`src/logic/rsq_defines.vh`:
```
// Register offsets, field positions and reset values of the receive qualifiers
`ifndef RSQ_DEFINES_VH
`define RSQ_DEFINES_VH
`define RSQ_ADDR_MODEM 8'h00
`define RSQ_ADDR_PKTCTL 8'h01
`define RSQ_ADDR_GAIN0 8'h02
`define RSQ_ADDR_GAIN1 8'h03
`define RSQ_ADDR_GAIN2 8'h04
`define RSQ_ADDR_PINSEL 8'h05
`define RSQ_ADDR_PKTSTAT 8'h06
`define RSQ_ADDR_RSSI 8'h07
`define RSQ_ADDR_STAT0 8'h08
`define RSQ_MODEM_SYNC_LSB 0
`define RSQ_MODEM_MOD_LSB 4
`define RSQ_PKTCTL_PQT_LSB 5
`define RSQ_PKTCTL_APPEND_BIT 2
`define RSQ_GAIN0_FLEN_LSB 0
`define RSQ_GAIN1_ABS_LSB 0
`define RSQ_GAIN1_REL_LSB 4
`define RSQ_GAIN2_MAGN_LSB 0
`define RSQ_GAIN2_LNA_LSB 3
`define RSQ_GAIN2_DVGA_LSB 6
`define RSQ_MODEM_RST 8'h02
`define RSQ_PKTCTL_RST 8'h04
`define RSQ_GAIN0_RST 8'h01
`define RSQ_GAIN1_RST 8'h00
`define RSQ_GAIN2_RST 8'h03
`define RSQ_PINSEL_RST 8'h00
`define RSQ_MOD_ASK 3'h3
`define RSQ_MOD_MSK 3'h7
`define RSQ_PIN_PQT 6'h08
`define RSQ_PIN_CS 6'h0e
`define RSQ_PQ_DEC 8'h08
`define RSQ_PQ_MAX 8'hff
`define RSQ_HYST 8'h04
`endif

```
`src/logic/rsq_top.v`:
```
// Receive signal qualifiers: preamble quality, sync qualifier, RSSI and carrier sense
//Contract
//- Sync select picks none, 15/16, 16/16, 30/32
//- Upper codes add carrier detect requirement
//- Quality counter plus one, minus eight
//- Sync allowed when counter exceeds four times threshold
//- Zero threshold disables quality gate
//- Quality hit flag in status, pin code 8
//- MSK inverts sync word and data
//- Deviation ignored in on-off/amplitude keying
//- RSSI tracks until sync, then freezes, except when sync select is none
//- RSSI is two's complement half-dB
//- RSSI sample every 8 times two^length
//- Last packet RSSI appended as status byte
//- Absolute mode threshold with hysteresis
//- Relative mode set on step up, cleared on step down
//- Carrier modes search sync only above threshold
//- Carrier detect on pin code 14, status
//- Absolute offset shifts threshold from minus eight to plus seven dB
//- Threshold from gain caps, offset, level target
//- Relative step off, 6, 10 or 14 dB
//- No FIFO writes or filtering before sync
`timescale 1ns/100ps
`include "rsq_defines.vh"
module rsq_top #(
    parameter SYNC_W = 32
) (
    // Clock and reset
    input wire MCLK_IN,
    input wire RST_N_IN,
    // Register port
    input wire [7:0] ADDR_IN,
    input wire [7:0] WDATA_IN,
    input wire WR_IN,
    input wire RD_IN,
    output reg [7:0] RDATA_OUT,
    // Demodulator bit stream
    input wire BIT_VALID_IN,
    input wire BIT_IN,
    input wire RX_ENTER_IN,
    input wire PKT_END_IN,
    // Gain chain sample at channel filter tick
    input wire CHAN_TICK_IN,
    input wire [7:0] RSSI_RAW_IN,
    // Deviation request from the modem
    input wire [7:0] DEV_IN,
    // Qualified outputs
    output reg BIT_OUT,
    output reg [7:0] DEV_OUT,
    output wire SYNC_FOUND_OUT,
    output wire FIFO_WR_EN_OUT,
    output reg GPO_OUT
);
    // Configuration registers
    reg [7:0] modem_ff;
    reg [7:0] pktctl_ff;
    reg [7:0] gain0_ff;
    reg [7:0] gain1_ff;
    reg [7:0] gain2_ff;
    reg [7:0] pinsel_ff;
    // Preamble quality estimator and sync search
    reg [7:0] pq_cnt_ff;
    reg [7:0] nxt_pq_cnt;
    reg prev_bit_ff;
    reg [SYNC_W-1:0] shreg_ff;
    reg [5:0] bits_seen_ff;
    reg sync_ff;
    // Level measurement and carrier sense
    reg [7:0] rssi_ff;
    reg [7:0] prev_rssi_ff;
    reg [7:0] stat0_ff;
    reg [7:0] sample_ff;
    reg [10:0] tick_cnt_ff;
    reg cs_abs_ff;
    reg cs_rel_ff;
    // Set at sync, cleared only on receive entry, so packet end keeps the freeze
    reg rssi_hold_ff;
    reg sample_pend_ff;
    wire [2:0] sync_mode = modem_ff[`RSQ_MODEM_SYNC_LSB +: 3];
    wire [2:0] mod_fmt = modem_ff[`RSQ_MODEM_MOD_LSB +: 3];
    wire [2:0] preamble_quality_threshold_field = pktctl_ff[`RSQ_PKTCTL_PQT_LSB +: 3];
    wire [2:0] flen = gain0_ff[`RSQ_GAIN0_FLEN_LSB +: 3];
    wire [3:0] abs_off = gain1_ff[`RSQ_GAIN1_ABS_LSB +: 4];
    wire [1:0] rel_sel = gain1_ff[`RSQ_GAIN1_REL_LSB +: 2];
    wire [2:0] magn = gain2_ff[`RSQ_GAIN2_MAGN_LSB +: 3];
    wire [2:0] lna = gain2_ff[`RSQ_GAIN2_LNA_LSB +: 3];
    wire [1:0] dvga = gain2_ff[`RSQ_GAIN2_DVGA_LSB +: 2];
    // Sync word reference is zero-justified; software sees only the qualifier
    parameter [SYNC_W-1:0] SYNC_WORD = 32'hd391_d391;
    wire carrier = cs_abs_ff | cs_rel_ff;
    wire rx_bit = (mod_fmt == `RSQ_MOD_MSK) ? ~BIT_IN : BIT_IN;
    wire [7:0] pq_thr = {3'h0, preamble_quality_threshold_field, 2'h0};
    wire pq_hit = (pq_cnt_ff > pq_thr);
    wire pq_ok = (preamble_quality_threshold_field == 3'h0) | pq_hit;
    wire cs_ok = ~sync_mode[2] | carrier;
    // Bit mismatch counts by popcount of the xor
    wire [SYNC_W-1:0] diff;
    genvar g;
    generate
        for (g = 0; g < SYNC_W; g = g + 1) begin : g_diff
            assign diff[g] = shreg_ff[g] ^ SYNC_WORD[g];
        end
    endgenerate
    reg [5:0] err16, err32;
    integer i;
    always @* begin
        err16 = 6'h00;
        err32 = 6'h00;
        for (i = 0; i < SYNC_W; i = i + 1) begin
            // Short criteria look only at the newest 16 bits
            if (i < 16) begin
                err16 = err16 + {5'h00, diff[i]};
            end
            err32 = err32 + {5'h00, diff[i]};
        end
    end
    reg crit;
    always @* begin
        // Bit counts keep a window of stale bits from matching after entry
        case (sync_mode[1:0])
            2'h0: begin
                crit = 1'b1;
            end
            2'h1: begin
                crit = (bits_seen_ff >= 6'd16) && (err16 <= 6'd1);
            end
            2'h2: begin
                crit = (bits_seen_ff >= 6'd16) && (err16 == 6'd0);
            end
            default: begin
                crit = (bits_seen_ff >= 6'd32) && (err32 <= 6'd2);
            end
        endcase
    end
    wire sync_det = crit & pq_ok & cs_ok;
    assign SYNC_FOUND_OUT = sync_ff;
    assign FIFO_WR_EN_OUT = sync_ff & BIT_VALID_IN;
    always @* begin
        nxt_pq_cnt = pq_cnt_ff;
        if (BIT_VALID_IN) begin
            // Saturate so a long burst cannot wrap the count around
            if (rx_bit != prev_bit_ff) begin
                nxt_pq_cnt = (pq_cnt_ff == `RSQ_PQ_MAX) ? pq_cnt_ff : pq_cnt_ff + 8'h01;
            end else begin
                nxt_pq_cnt = (pq_cnt_ff < `RSQ_PQ_DEC) ? 8'h00 : pq_cnt_ff - `RSQ_PQ_DEC;
            end
        end
    end
    always @(posedge MCLK_IN or negedge RST_N_IN) begin
        if (!RST_N_IN) begin
            pq_cnt_ff <= 8'h00;
            prev_bit_ff <= 1'b0;
            shreg_ff <= {SYNC_W{1'b0}};
            bits_seen_ff <= 6'h00;
            sync_ff <= 1'b0;
            BIT_OUT <= 1'b0;
        end else if (RX_ENTER_IN) begin
            // Receive entry restarts the whole search
            pq_cnt_ff <= 8'h00;
            bits_seen_ff <= 6'h00;
            sync_ff <= 1'b0;
        end else if (PKT_END_IN) begin
            // Packet end rearms sync but keeps the quality history
            sync_ff <= 1'b0;
            bits_seen_ff <= 6'h00;
        end else begin
            pq_cnt_ff <= nxt_pq_cnt;
            if (BIT_VALID_IN) begin
                prev_bit_ff <= rx_bit;
                shreg_ff <= {shreg_ff[SYNC_W-2:0], rx_bit};
                BIT_OUT <= rx_bit;
                if (bits_seen_ff != 6'd32) begin
                    bits_seen_ff <= bits_seen_ff + 6'h01;
                end
            end
            // Judged on the settled window, one cycle after the completing bit
            if (!sync_ff && sync_det) begin
                sync_ff <= 1'b1;
            end
        end
    end
    always @(posedge MCLK_IN or negedge RST_N_IN) begin
        if (!RST_N_IN) begin
            DEV_OUT <= 8'h00;
        end else begin
            DEV_OUT <= (mod_fmt == `RSQ_MOD_ASK) ? 8'h00 : DEV_IN;
        end
    end
    // Sample divider of 8 * 2^length channel ticks
    wire [10:0] tick_top = (11'd8 << flen) - 11'd1;
    wire sample_now = CHAN_TICK_IN && (tick_cnt_ff >= tick_top);
    // Absolute threshold in half-dB, offset sign-extended
    // Linear fit of the gain caps; exact tables differ per data rate
    wire [7:0] off_hd = {{3{abs_off[3]}}, abs_off, 1'b0};
    wire [7:0] abs_thr = 8'h38 + {2'h0, lna, 3'h0} + {3'h0, dvga, 3'h4}
                         - {2'h0, magn, 3'h0} + off_hd;
    reg [7:0] rel_step;
    always @* begin
        case (rel_sel)
            2'h1: begin
                rel_step = 8'h0c;
            end
            2'h2: begin
                rel_step = 8'h14;
            end
            2'h3: begin
                rel_step = 8'h1c;
            end
            default: begin
                rel_step = 8'h00;
            end
        endcase
    end
    // Signed comparisons on two's complement samples
    wire signed [8:0] s_new = {sample_ff[7], sample_ff};
    wire signed [8:0] s_old = {prev_rssi_ff[7], prev_rssi_ff};
    wire signed [8:0] s_thr = {abs_thr[7], abs_thr};
    wire signed [8:0] s_hys = {1'b0, `RSQ_HYST};
    wire signed [8:0] s_step = {1'b0, rel_step};
    wire signed [8:0] s_delta = s_new - s_old;
    always @(posedge MCLK_IN or negedge RST_N_IN) begin
        if (!RST_N_IN) begin
            tick_cnt_ff <= 11'h000;
            sample_ff <= 8'h80;
            sample_pend_ff <= 1'b0;
        end else begin
            // Pending strobe lets the new sample settle before it is used
            sample_pend_ff <= sample_now;
            if (CHAN_TICK_IN) begin
                tick_cnt_ff <= sample_now ? 11'h000 : tick_cnt_ff + 11'h001;
            end
            if (sample_now) begin
                sample_ff <= RSSI_RAW_IN;
            end
        end
    end
    // Freeze covers the cycle in which sync rises as well
    wire rssi_frozen = rssi_hold_ff | (sync_ff & (sync_mode[1:0] != 2'h0));
    always @(posedge MCLK_IN or negedge RST_N_IN) begin
        if (!RST_N_IN) begin
            prev_rssi_ff <= 8'h80;
            rssi_ff <= 8'h80;
            stat0_ff <= 8'h00;
            rssi_hold_ff <= 1'b0;
        end else begin
            // Freeze held from sync until the next receive entry
            if (RX_ENTER_IN) begin
                rssi_hold_ff <= 1'b0;
            end else if (sync_ff && sync_mode[1:0] != 2'h0) begin
                rssi_hold_ff <= 1'b1;
            end
            if (sample_pend_ff) begin
                prev_rssi_ff <= sample_ff;
            end
            if ((sample_pend_ff && !rssi_frozen) || RX_ENTER_IN) begin
                rssi_ff <= sample_ff;
            end
            // Track last sample while in packet
            if (sample_pend_ff && sync_ff) begin
                stat0_ff <= sample_ff;
            end
        end
    end
    // Carrier sense is judged once per fresh sample
    always @(posedge MCLK_IN or negedge RST_N_IN) begin
        if (!RST_N_IN) begin
            cs_abs_ff <= 1'b0;
            cs_rel_ff <= 1'b0;
        end else if (sample_pend_ff) begin
            // Hysteresis band stops chatter near the threshold
            if (s_new > s_thr + s_hys) begin
                cs_abs_ff <= 1'b1;
            end else if (s_new < s_thr - s_hys) begin
                cs_abs_ff <= 1'b0;
            end
            // Step detection; a flat level keeps the last decision
            if (rel_sel == 2'h0) begin
                cs_rel_ff <= 1'b0;
            end else if (s_delta >= s_step) begin
                cs_rel_ff <= 1'b1;
            end else if (s_delta <= -s_step) begin
                cs_rel_ff <= 1'b0;
            end
        end
    end
    always @(posedge MCLK_IN or negedge RST_N_IN) begin
        if (!RST_N_IN) begin
            GPO_OUT <= 1'b0;
        end else if (pinsel_ff[5:0] == `RSQ_PIN_PQT) begin
            GPO_OUT <= pq_hit;
        end else if (pinsel_ff[5:0] == `RSQ_PIN_CS) begin
            GPO_OUT <= carrier;
        end else begin
            GPO_OUT <= 1'b0;
        end
    end
    // Configuration writes; status and level registers are read-only
    always @(posedge MCLK_IN or negedge RST_N_IN) begin
        if (!RST_N_IN) begin
            modem_ff <= `RSQ_MODEM_RST;
            pktctl_ff <= `RSQ_PKTCTL_RST;
            gain0_ff <= `RSQ_GAIN0_RST;
            gain1_ff <= `RSQ_GAIN1_RST;
            gain2_ff <= `RSQ_GAIN2_RST;
            pinsel_ff <= `RSQ_PINSEL_RST;
        end else if (WR_IN) begin
            if (ADDR_IN == `RSQ_ADDR_MODEM) begin
                modem_ff <= WDATA_IN;
            end else if (ADDR_IN == `RSQ_ADDR_PKTCTL) begin
                pktctl_ff <= WDATA_IN;
            end else if (ADDR_IN == `RSQ_ADDR_GAIN0) begin
                gain0_ff <= WDATA_IN;
            end else if (ADDR_IN == `RSQ_ADDR_GAIN1) begin
                gain1_ff <= WDATA_IN;
            end else if (ADDR_IN == `RSQ_ADDR_GAIN2) begin
                gain2_ff <= WDATA_IN;
            end else if (ADDR_IN == `RSQ_ADDR_PINSEL) begin
                pinsel_ff <= WDATA_IN;
            end
        end
    end
    // Packet status: carrier, quality hit, sync, pin level
    wire [7:0] pkt_status = {1'b0, carrier, pq_hit, sync_ff, 3'h0, GPO_OUT};
    // Read data valid only in the cycle after the strobe, zero otherwise
    reg [7:0] nxt_rdata;
    always @* begin
        nxt_rdata = 8'h00;
        if (RD_IN) begin
            if (ADDR_IN == `RSQ_ADDR_MODEM) begin
                nxt_rdata = modem_ff;
            end else if (ADDR_IN == `RSQ_ADDR_PKTCTL) begin
                nxt_rdata = pktctl_ff;
            end else if (ADDR_IN == `RSQ_ADDR_GAIN0) begin
                nxt_rdata = gain0_ff;
            end else if (ADDR_IN == `RSQ_ADDR_GAIN1) begin
                nxt_rdata = gain1_ff;
            end else if (ADDR_IN == `RSQ_ADDR_GAIN2) begin
                nxt_rdata = gain2_ff;
            end else if (ADDR_IN == `RSQ_ADDR_PINSEL) begin
                nxt_rdata = pinsel_ff;
            end else if (ADDR_IN == `RSQ_ADDR_PKTSTAT) begin
                nxt_rdata = pkt_status;
            end else if (ADDR_IN == `RSQ_ADDR_RSSI) begin
                nxt_rdata = rssi_ff;
            end else if (ADDR_IN == `RSQ_ADDR_STAT0) begin
                // Appended byte only when appending is on
                nxt_rdata = pktctl_ff[`RSQ_PKTCTL_APPEND_BIT] ? stat0_ff : 8'h00;
            end
        end
    end
    // Registered so the host sees a stable byte for the whole cycle
    always @(posedge MCLK_IN or negedge RST_N_IN) begin
        if (!RST_N_IN) begin
            RDATA_OUT <= 8'h00;
        end else begin
            RDATA_OUT <= nxt_rdata;
        end
    end
endmodule // rsq_top

```
`config.mk`:
```
export PLATFORM = sky130hd
export DESIGN_NAME = rsq_top
export DESIGN_NICKNAME = d
export VERILOG_FILES = /design/src/logic/rsq_top.v
export VERILOG_INCLUDE_DIRS = /design/src /design/src/logic
export SDC_FILE = /design/constraint.sdc
export NUM_CORES = 1
export LEC_CHECK = 0
export ABC_AREA = 1
export BUFFER_PORTS_ARGS = -buffer_cell sky130_fd_sc_hd__buf_2
export CAP_MARGIN = 40
export CORE_MARGIN = 2
export CORE_UTILIZATION = 30
export CTS_CLUSTER_SIZE = 25
export DETAILED_ROUTE_END_ITERATION = 6
export PLACE_DENSITY = 0.49
export SLEW_MARGIN = 20
export SYNTH_ARGS = -nofsm -noshare
export SYNTH_HDL_FRONTEND = slang
export SYNTH_SLANG_ARGS = --single-unit
```
`constraint.sdc`:
```
create_clock -name MCLK_IN -period 10.8 [get_ports MCLK_IN]
set_input_delay 2.16 -clock MCLK_IN [delete_from_list [all_inputs] [get_ports MCLK_IN]]
set_output_delay 2.16 -clock MCLK_IN [all_outputs]
set_load 0.03 [all_outputs]
```
==> results.tsv <==
stage	metric	value	unit
cells_and_area	number of flip-flops in the largest register	32	
run	total of max-cap violations	0	
logic_synthesis	post-synthesis net count	1401	
logic_synthesis	largest cells by area after synthesis	dfrtp_1 (37%), nand2_1 (12%), ha_1 (10%)	
sta	fin crit share	0.558	
power_and_ir_drop	Max VDD drop	0.256	mV
die	Die H	188	um
sta	post-layout min period	6020	ps
die	# IOs	61	
global_routing	total global-route track usage	0.146	
clocking	Max clock buf depth	2	
die	core area	33400	um2
logic_synthesis	syn avg cell area	8.12	um2
sta	Hold Fails Final Rpt	0	
setup_path	CP max FO	3	
min_path	Hold Crit Endpoint	shreg_ff[11]	
place	GPL Wtd Cong	0.813	
cells_and_area	footprint of the multi-input gates	5240	um2
global_routing	initial antenna violation count	0	
cells_and_area	Largest Register	shreg_ff	
logic_synthesis	Netlist cell types	51	
clocking	Post-CTS Hold Fix Bufs	0	
die	Die W	188	um
detailed_routing	1st-iter DRT viols	451	
cells_and_area	antenna fix cells	0	
logic_synthesis	count leader, synth	nand2_1	
detailed_routing	Detail Route Antenna Nets	0	
clocking	# clock sinks	159	
die	row count	67	
detailed_routing	First-pass DRT Iterations	5	
place	Port Buffers	60	
sta	worst slew pin tran	733	ps
logic_synthesis	number of flops mapped to enable cells by yosys	0	
logic_synthesis	synth cell count leaders	nand2_1 (314), inv_1 (204), dfrtp_1 (151), o21ai_0 (100), ha_1 (82)	
place	DP HPWL	18300	um
global_routing	vias in the first global route	8114	
setup_path	R2R setup slack	4780	ps
clocking	postcts setup bufs	0	
detailed_routing	Vias/cell	4.55	
logic_synthesis	#FFs+latches synth	159	
sta	Clock Skew	9.86	ps
sta	RSZ-0062 raised after global routing	false	
detailed_routing	vias	8051	
logic_synthesis	Post-synth top flop	dfrtp_1	
sta	Setup TNS	0	ps
die	Initial Util	0.303	
clocking	cts repair resizes	0	
cells_and_area	largest registers	shreg_ff: 32 flops, tick_cnt_ff: 11 flops	
detailed_routing	WL final	24200	um
logic_synthesis	yosys warns	0	
logic_synthesis	asr flop ratio synth	1.00	
power_and_ir_drop	leakage	5.72	nW
logic_synthesis	netlist area before placement	10100	um2
detailed_routing	drt drc	0	
global_routing	largest net degree at the start of global routing	56	
logic_synthesis	top-area cell type share of the netlist area	0.372	
global_routing	total gr overflow	0	
setup_path	CP Class	flip-flop to flip-flop	
cells_and_area	nets	1461	
clocking	Worst-Skew Late Latency	430	ps
setup_path	Critical Path Start Type	flip-flop	
clocking	CTS tree	done	
setup_path	RR Endpoint	SYNC_FOUND_OUT	
setup_path	endpoint class of the critical path	flip-flop	
logic_synthesis	Post-Syn Instances	1250	
clocking	H-tree depth	4	
setup_path	R2R depth	21	
global_routing	global-route wire length before repair	41400	um
sta	Max Fclk	166	MHz
min_path	hold path depth	2	
sta	Max transition margin	0.511	
logic_synthesis	cell taking the most area after synthesis	dfrtp_1	
min_path	worst min path class	flip-flop to flip-flop	
place	DP Area	10900	um2
cells_and_area	fill count	3502	
clocking	CTS Buf Count	17	
min_path	HP Start	shreg_ff[10]	
setup_path	Worst EP required	11150	ps
power_and_ir_drop	Power Density	302	nW/um2
die	Die ar.	35300	um2
setup_path	R2R Path Start	shreg_ff[1]	
sta	pins over their slew limit	0	
cells_and_area	Area growth syn-to-layout	13.6	%
clocking	clock root buffer	clkbuf_16	
detailed_routing	drt wl/cell	13.7	um
clocking	Worst-path clk slew	70	ps
cells_and_area	layout cells sized above 1	0.113	
sta	Setup violations, final	0	
cells_and_area	final instance area	11500	um2
logic_synthesis	Seq/Total Area, Yosys	0.393	
cells_and_area	Sequential Area	3990	um2
setup_path	Crit path arrival time	6380	ps
outcome	status	finished, final reports clean	
-- worst max-delay path: stages (launching register included) --
cell and delay [ps]:
dfrtp_1 420, fa_1 550, inv_1 60, fa_1 530
fa_1 430, fa_1 500, inv_1 50, ha_1 290
inv_1 60, fa_1 540, fa_1 440, fa_1 500
inv_1 60, fa_1 410, fa_1 460, nand2_1 80
o211ai_1 80, nor2_1 90, nand2_1 50, a22oi_1 140
nand3_1 90, a21oi_1 140
-- logic make-up after synthesis --
logic type | share of synthesized area
buffers and inverters | 0.0905
multiplexers | 0.00333
AO/OA/AOI/OAI | 0.116
AND/OR/NAND/NOR | 0.217
flip-flops | 0.393
adder cells (fa/ha/maj) | 0.156
XOR/XNOR | 0.0233
other | 0.000370
-- per-layer routing --
metal,track usage,up-vias,share of wire,routed length (um)
met5,0,-,0,0
met4,0.0360,0,0.011,277
met3,0.0228,19,0.028,674
met2,0.231,107,0.45,11000
met1,0.208,3805,0.51,12300
li1,-,4120,-,-
-- cell usage in the layout (no fill, tap or decap), drive strengths merged, types with 2 or more instances in the layout --
| cell | n |
|---|---|
| nand2 | 328 |
| o21a | 3 |
| bufinv | 3 |
| buf | 64 |
| dfrtp | 151 |
| clkinvlp | 3 |
| mux2 | 3 |
| fa | 28 |
| o21bai | 2 |
| clkbuf | 18 |
| o221ai | 5 |
| nand3 | 47 |
| ha | 82 |
| nand4 | 20 |
| or2 | 4 |
| o2111ai | 3 |
| a21oi | 62 |
| nor2 | 78 |
| nand3b | 3 |
| inv | 215 |
| dfstp | 8 |
| o22ai | 4 |
| xor2 | 18 |
| xnor2 | 9 |
| a31oi | 2 |
| o211ai | 2 |
| nor4 | 3 |
| nor3 | 20 |
| o21ai | 124 |
| clkinv | 3 |
-- through the flow --
stage                     hold WS, ps  setup slack [ps]   util  power [mW]  std cells
final                             483              4780  0.345        3.48       1771
after global placement            466              4880  0.326        2.80       1738
after floorplan                   442              5090      -        2.39       1250
after CTS                         485              4740  0.345        3.54       1771
after global routing              510              4450  0.345        3.96       1771
after detailed placement          467              4800  0.326        2.85       1739
-- how the worst max path moves through the flow --
stage / start / end / slack, ps
3_5_place_dp: shreg_ff[1] / SYNC_FOUND_OUT / 4800
6_report: shreg_ff[1] / SYNC_FOUND_OUT / 4780
4_1_cts: shreg_ff[1] / SYNC_FOUND_OUT / 4740
3_3_place_gp: shreg_ff[1] / SYNC_FOUND_OUT / 4880
5_1_grt: shreg_ff[1] / SYNC_FOUND_OUT / 4450
2_1_floorplan: shreg_ff[1] / SYNC_FOUND_OUT / 5090
-- area by class of cell --
cell class | instances | area share
well taps | 448 | 0.0486
inverters | 210 | 0.0688
multi-input cells | 858 | 0.454
clock buffers | 18 | 0.0372
clock inverters | 14 | 0.0157
flip-flops and latches | 159 | 0.346
repair buffers | 64 | 0.0292
-- report_power, final --
part / internal [mW] / switching (mW) / total, mW
sequential: 0.708 / 0.112 / 0.819
clock: 0.369 / 0.271 / 0.640
combinational: 0.832 / 1.19 / 2.02
(Power assumes the default switching activity.)
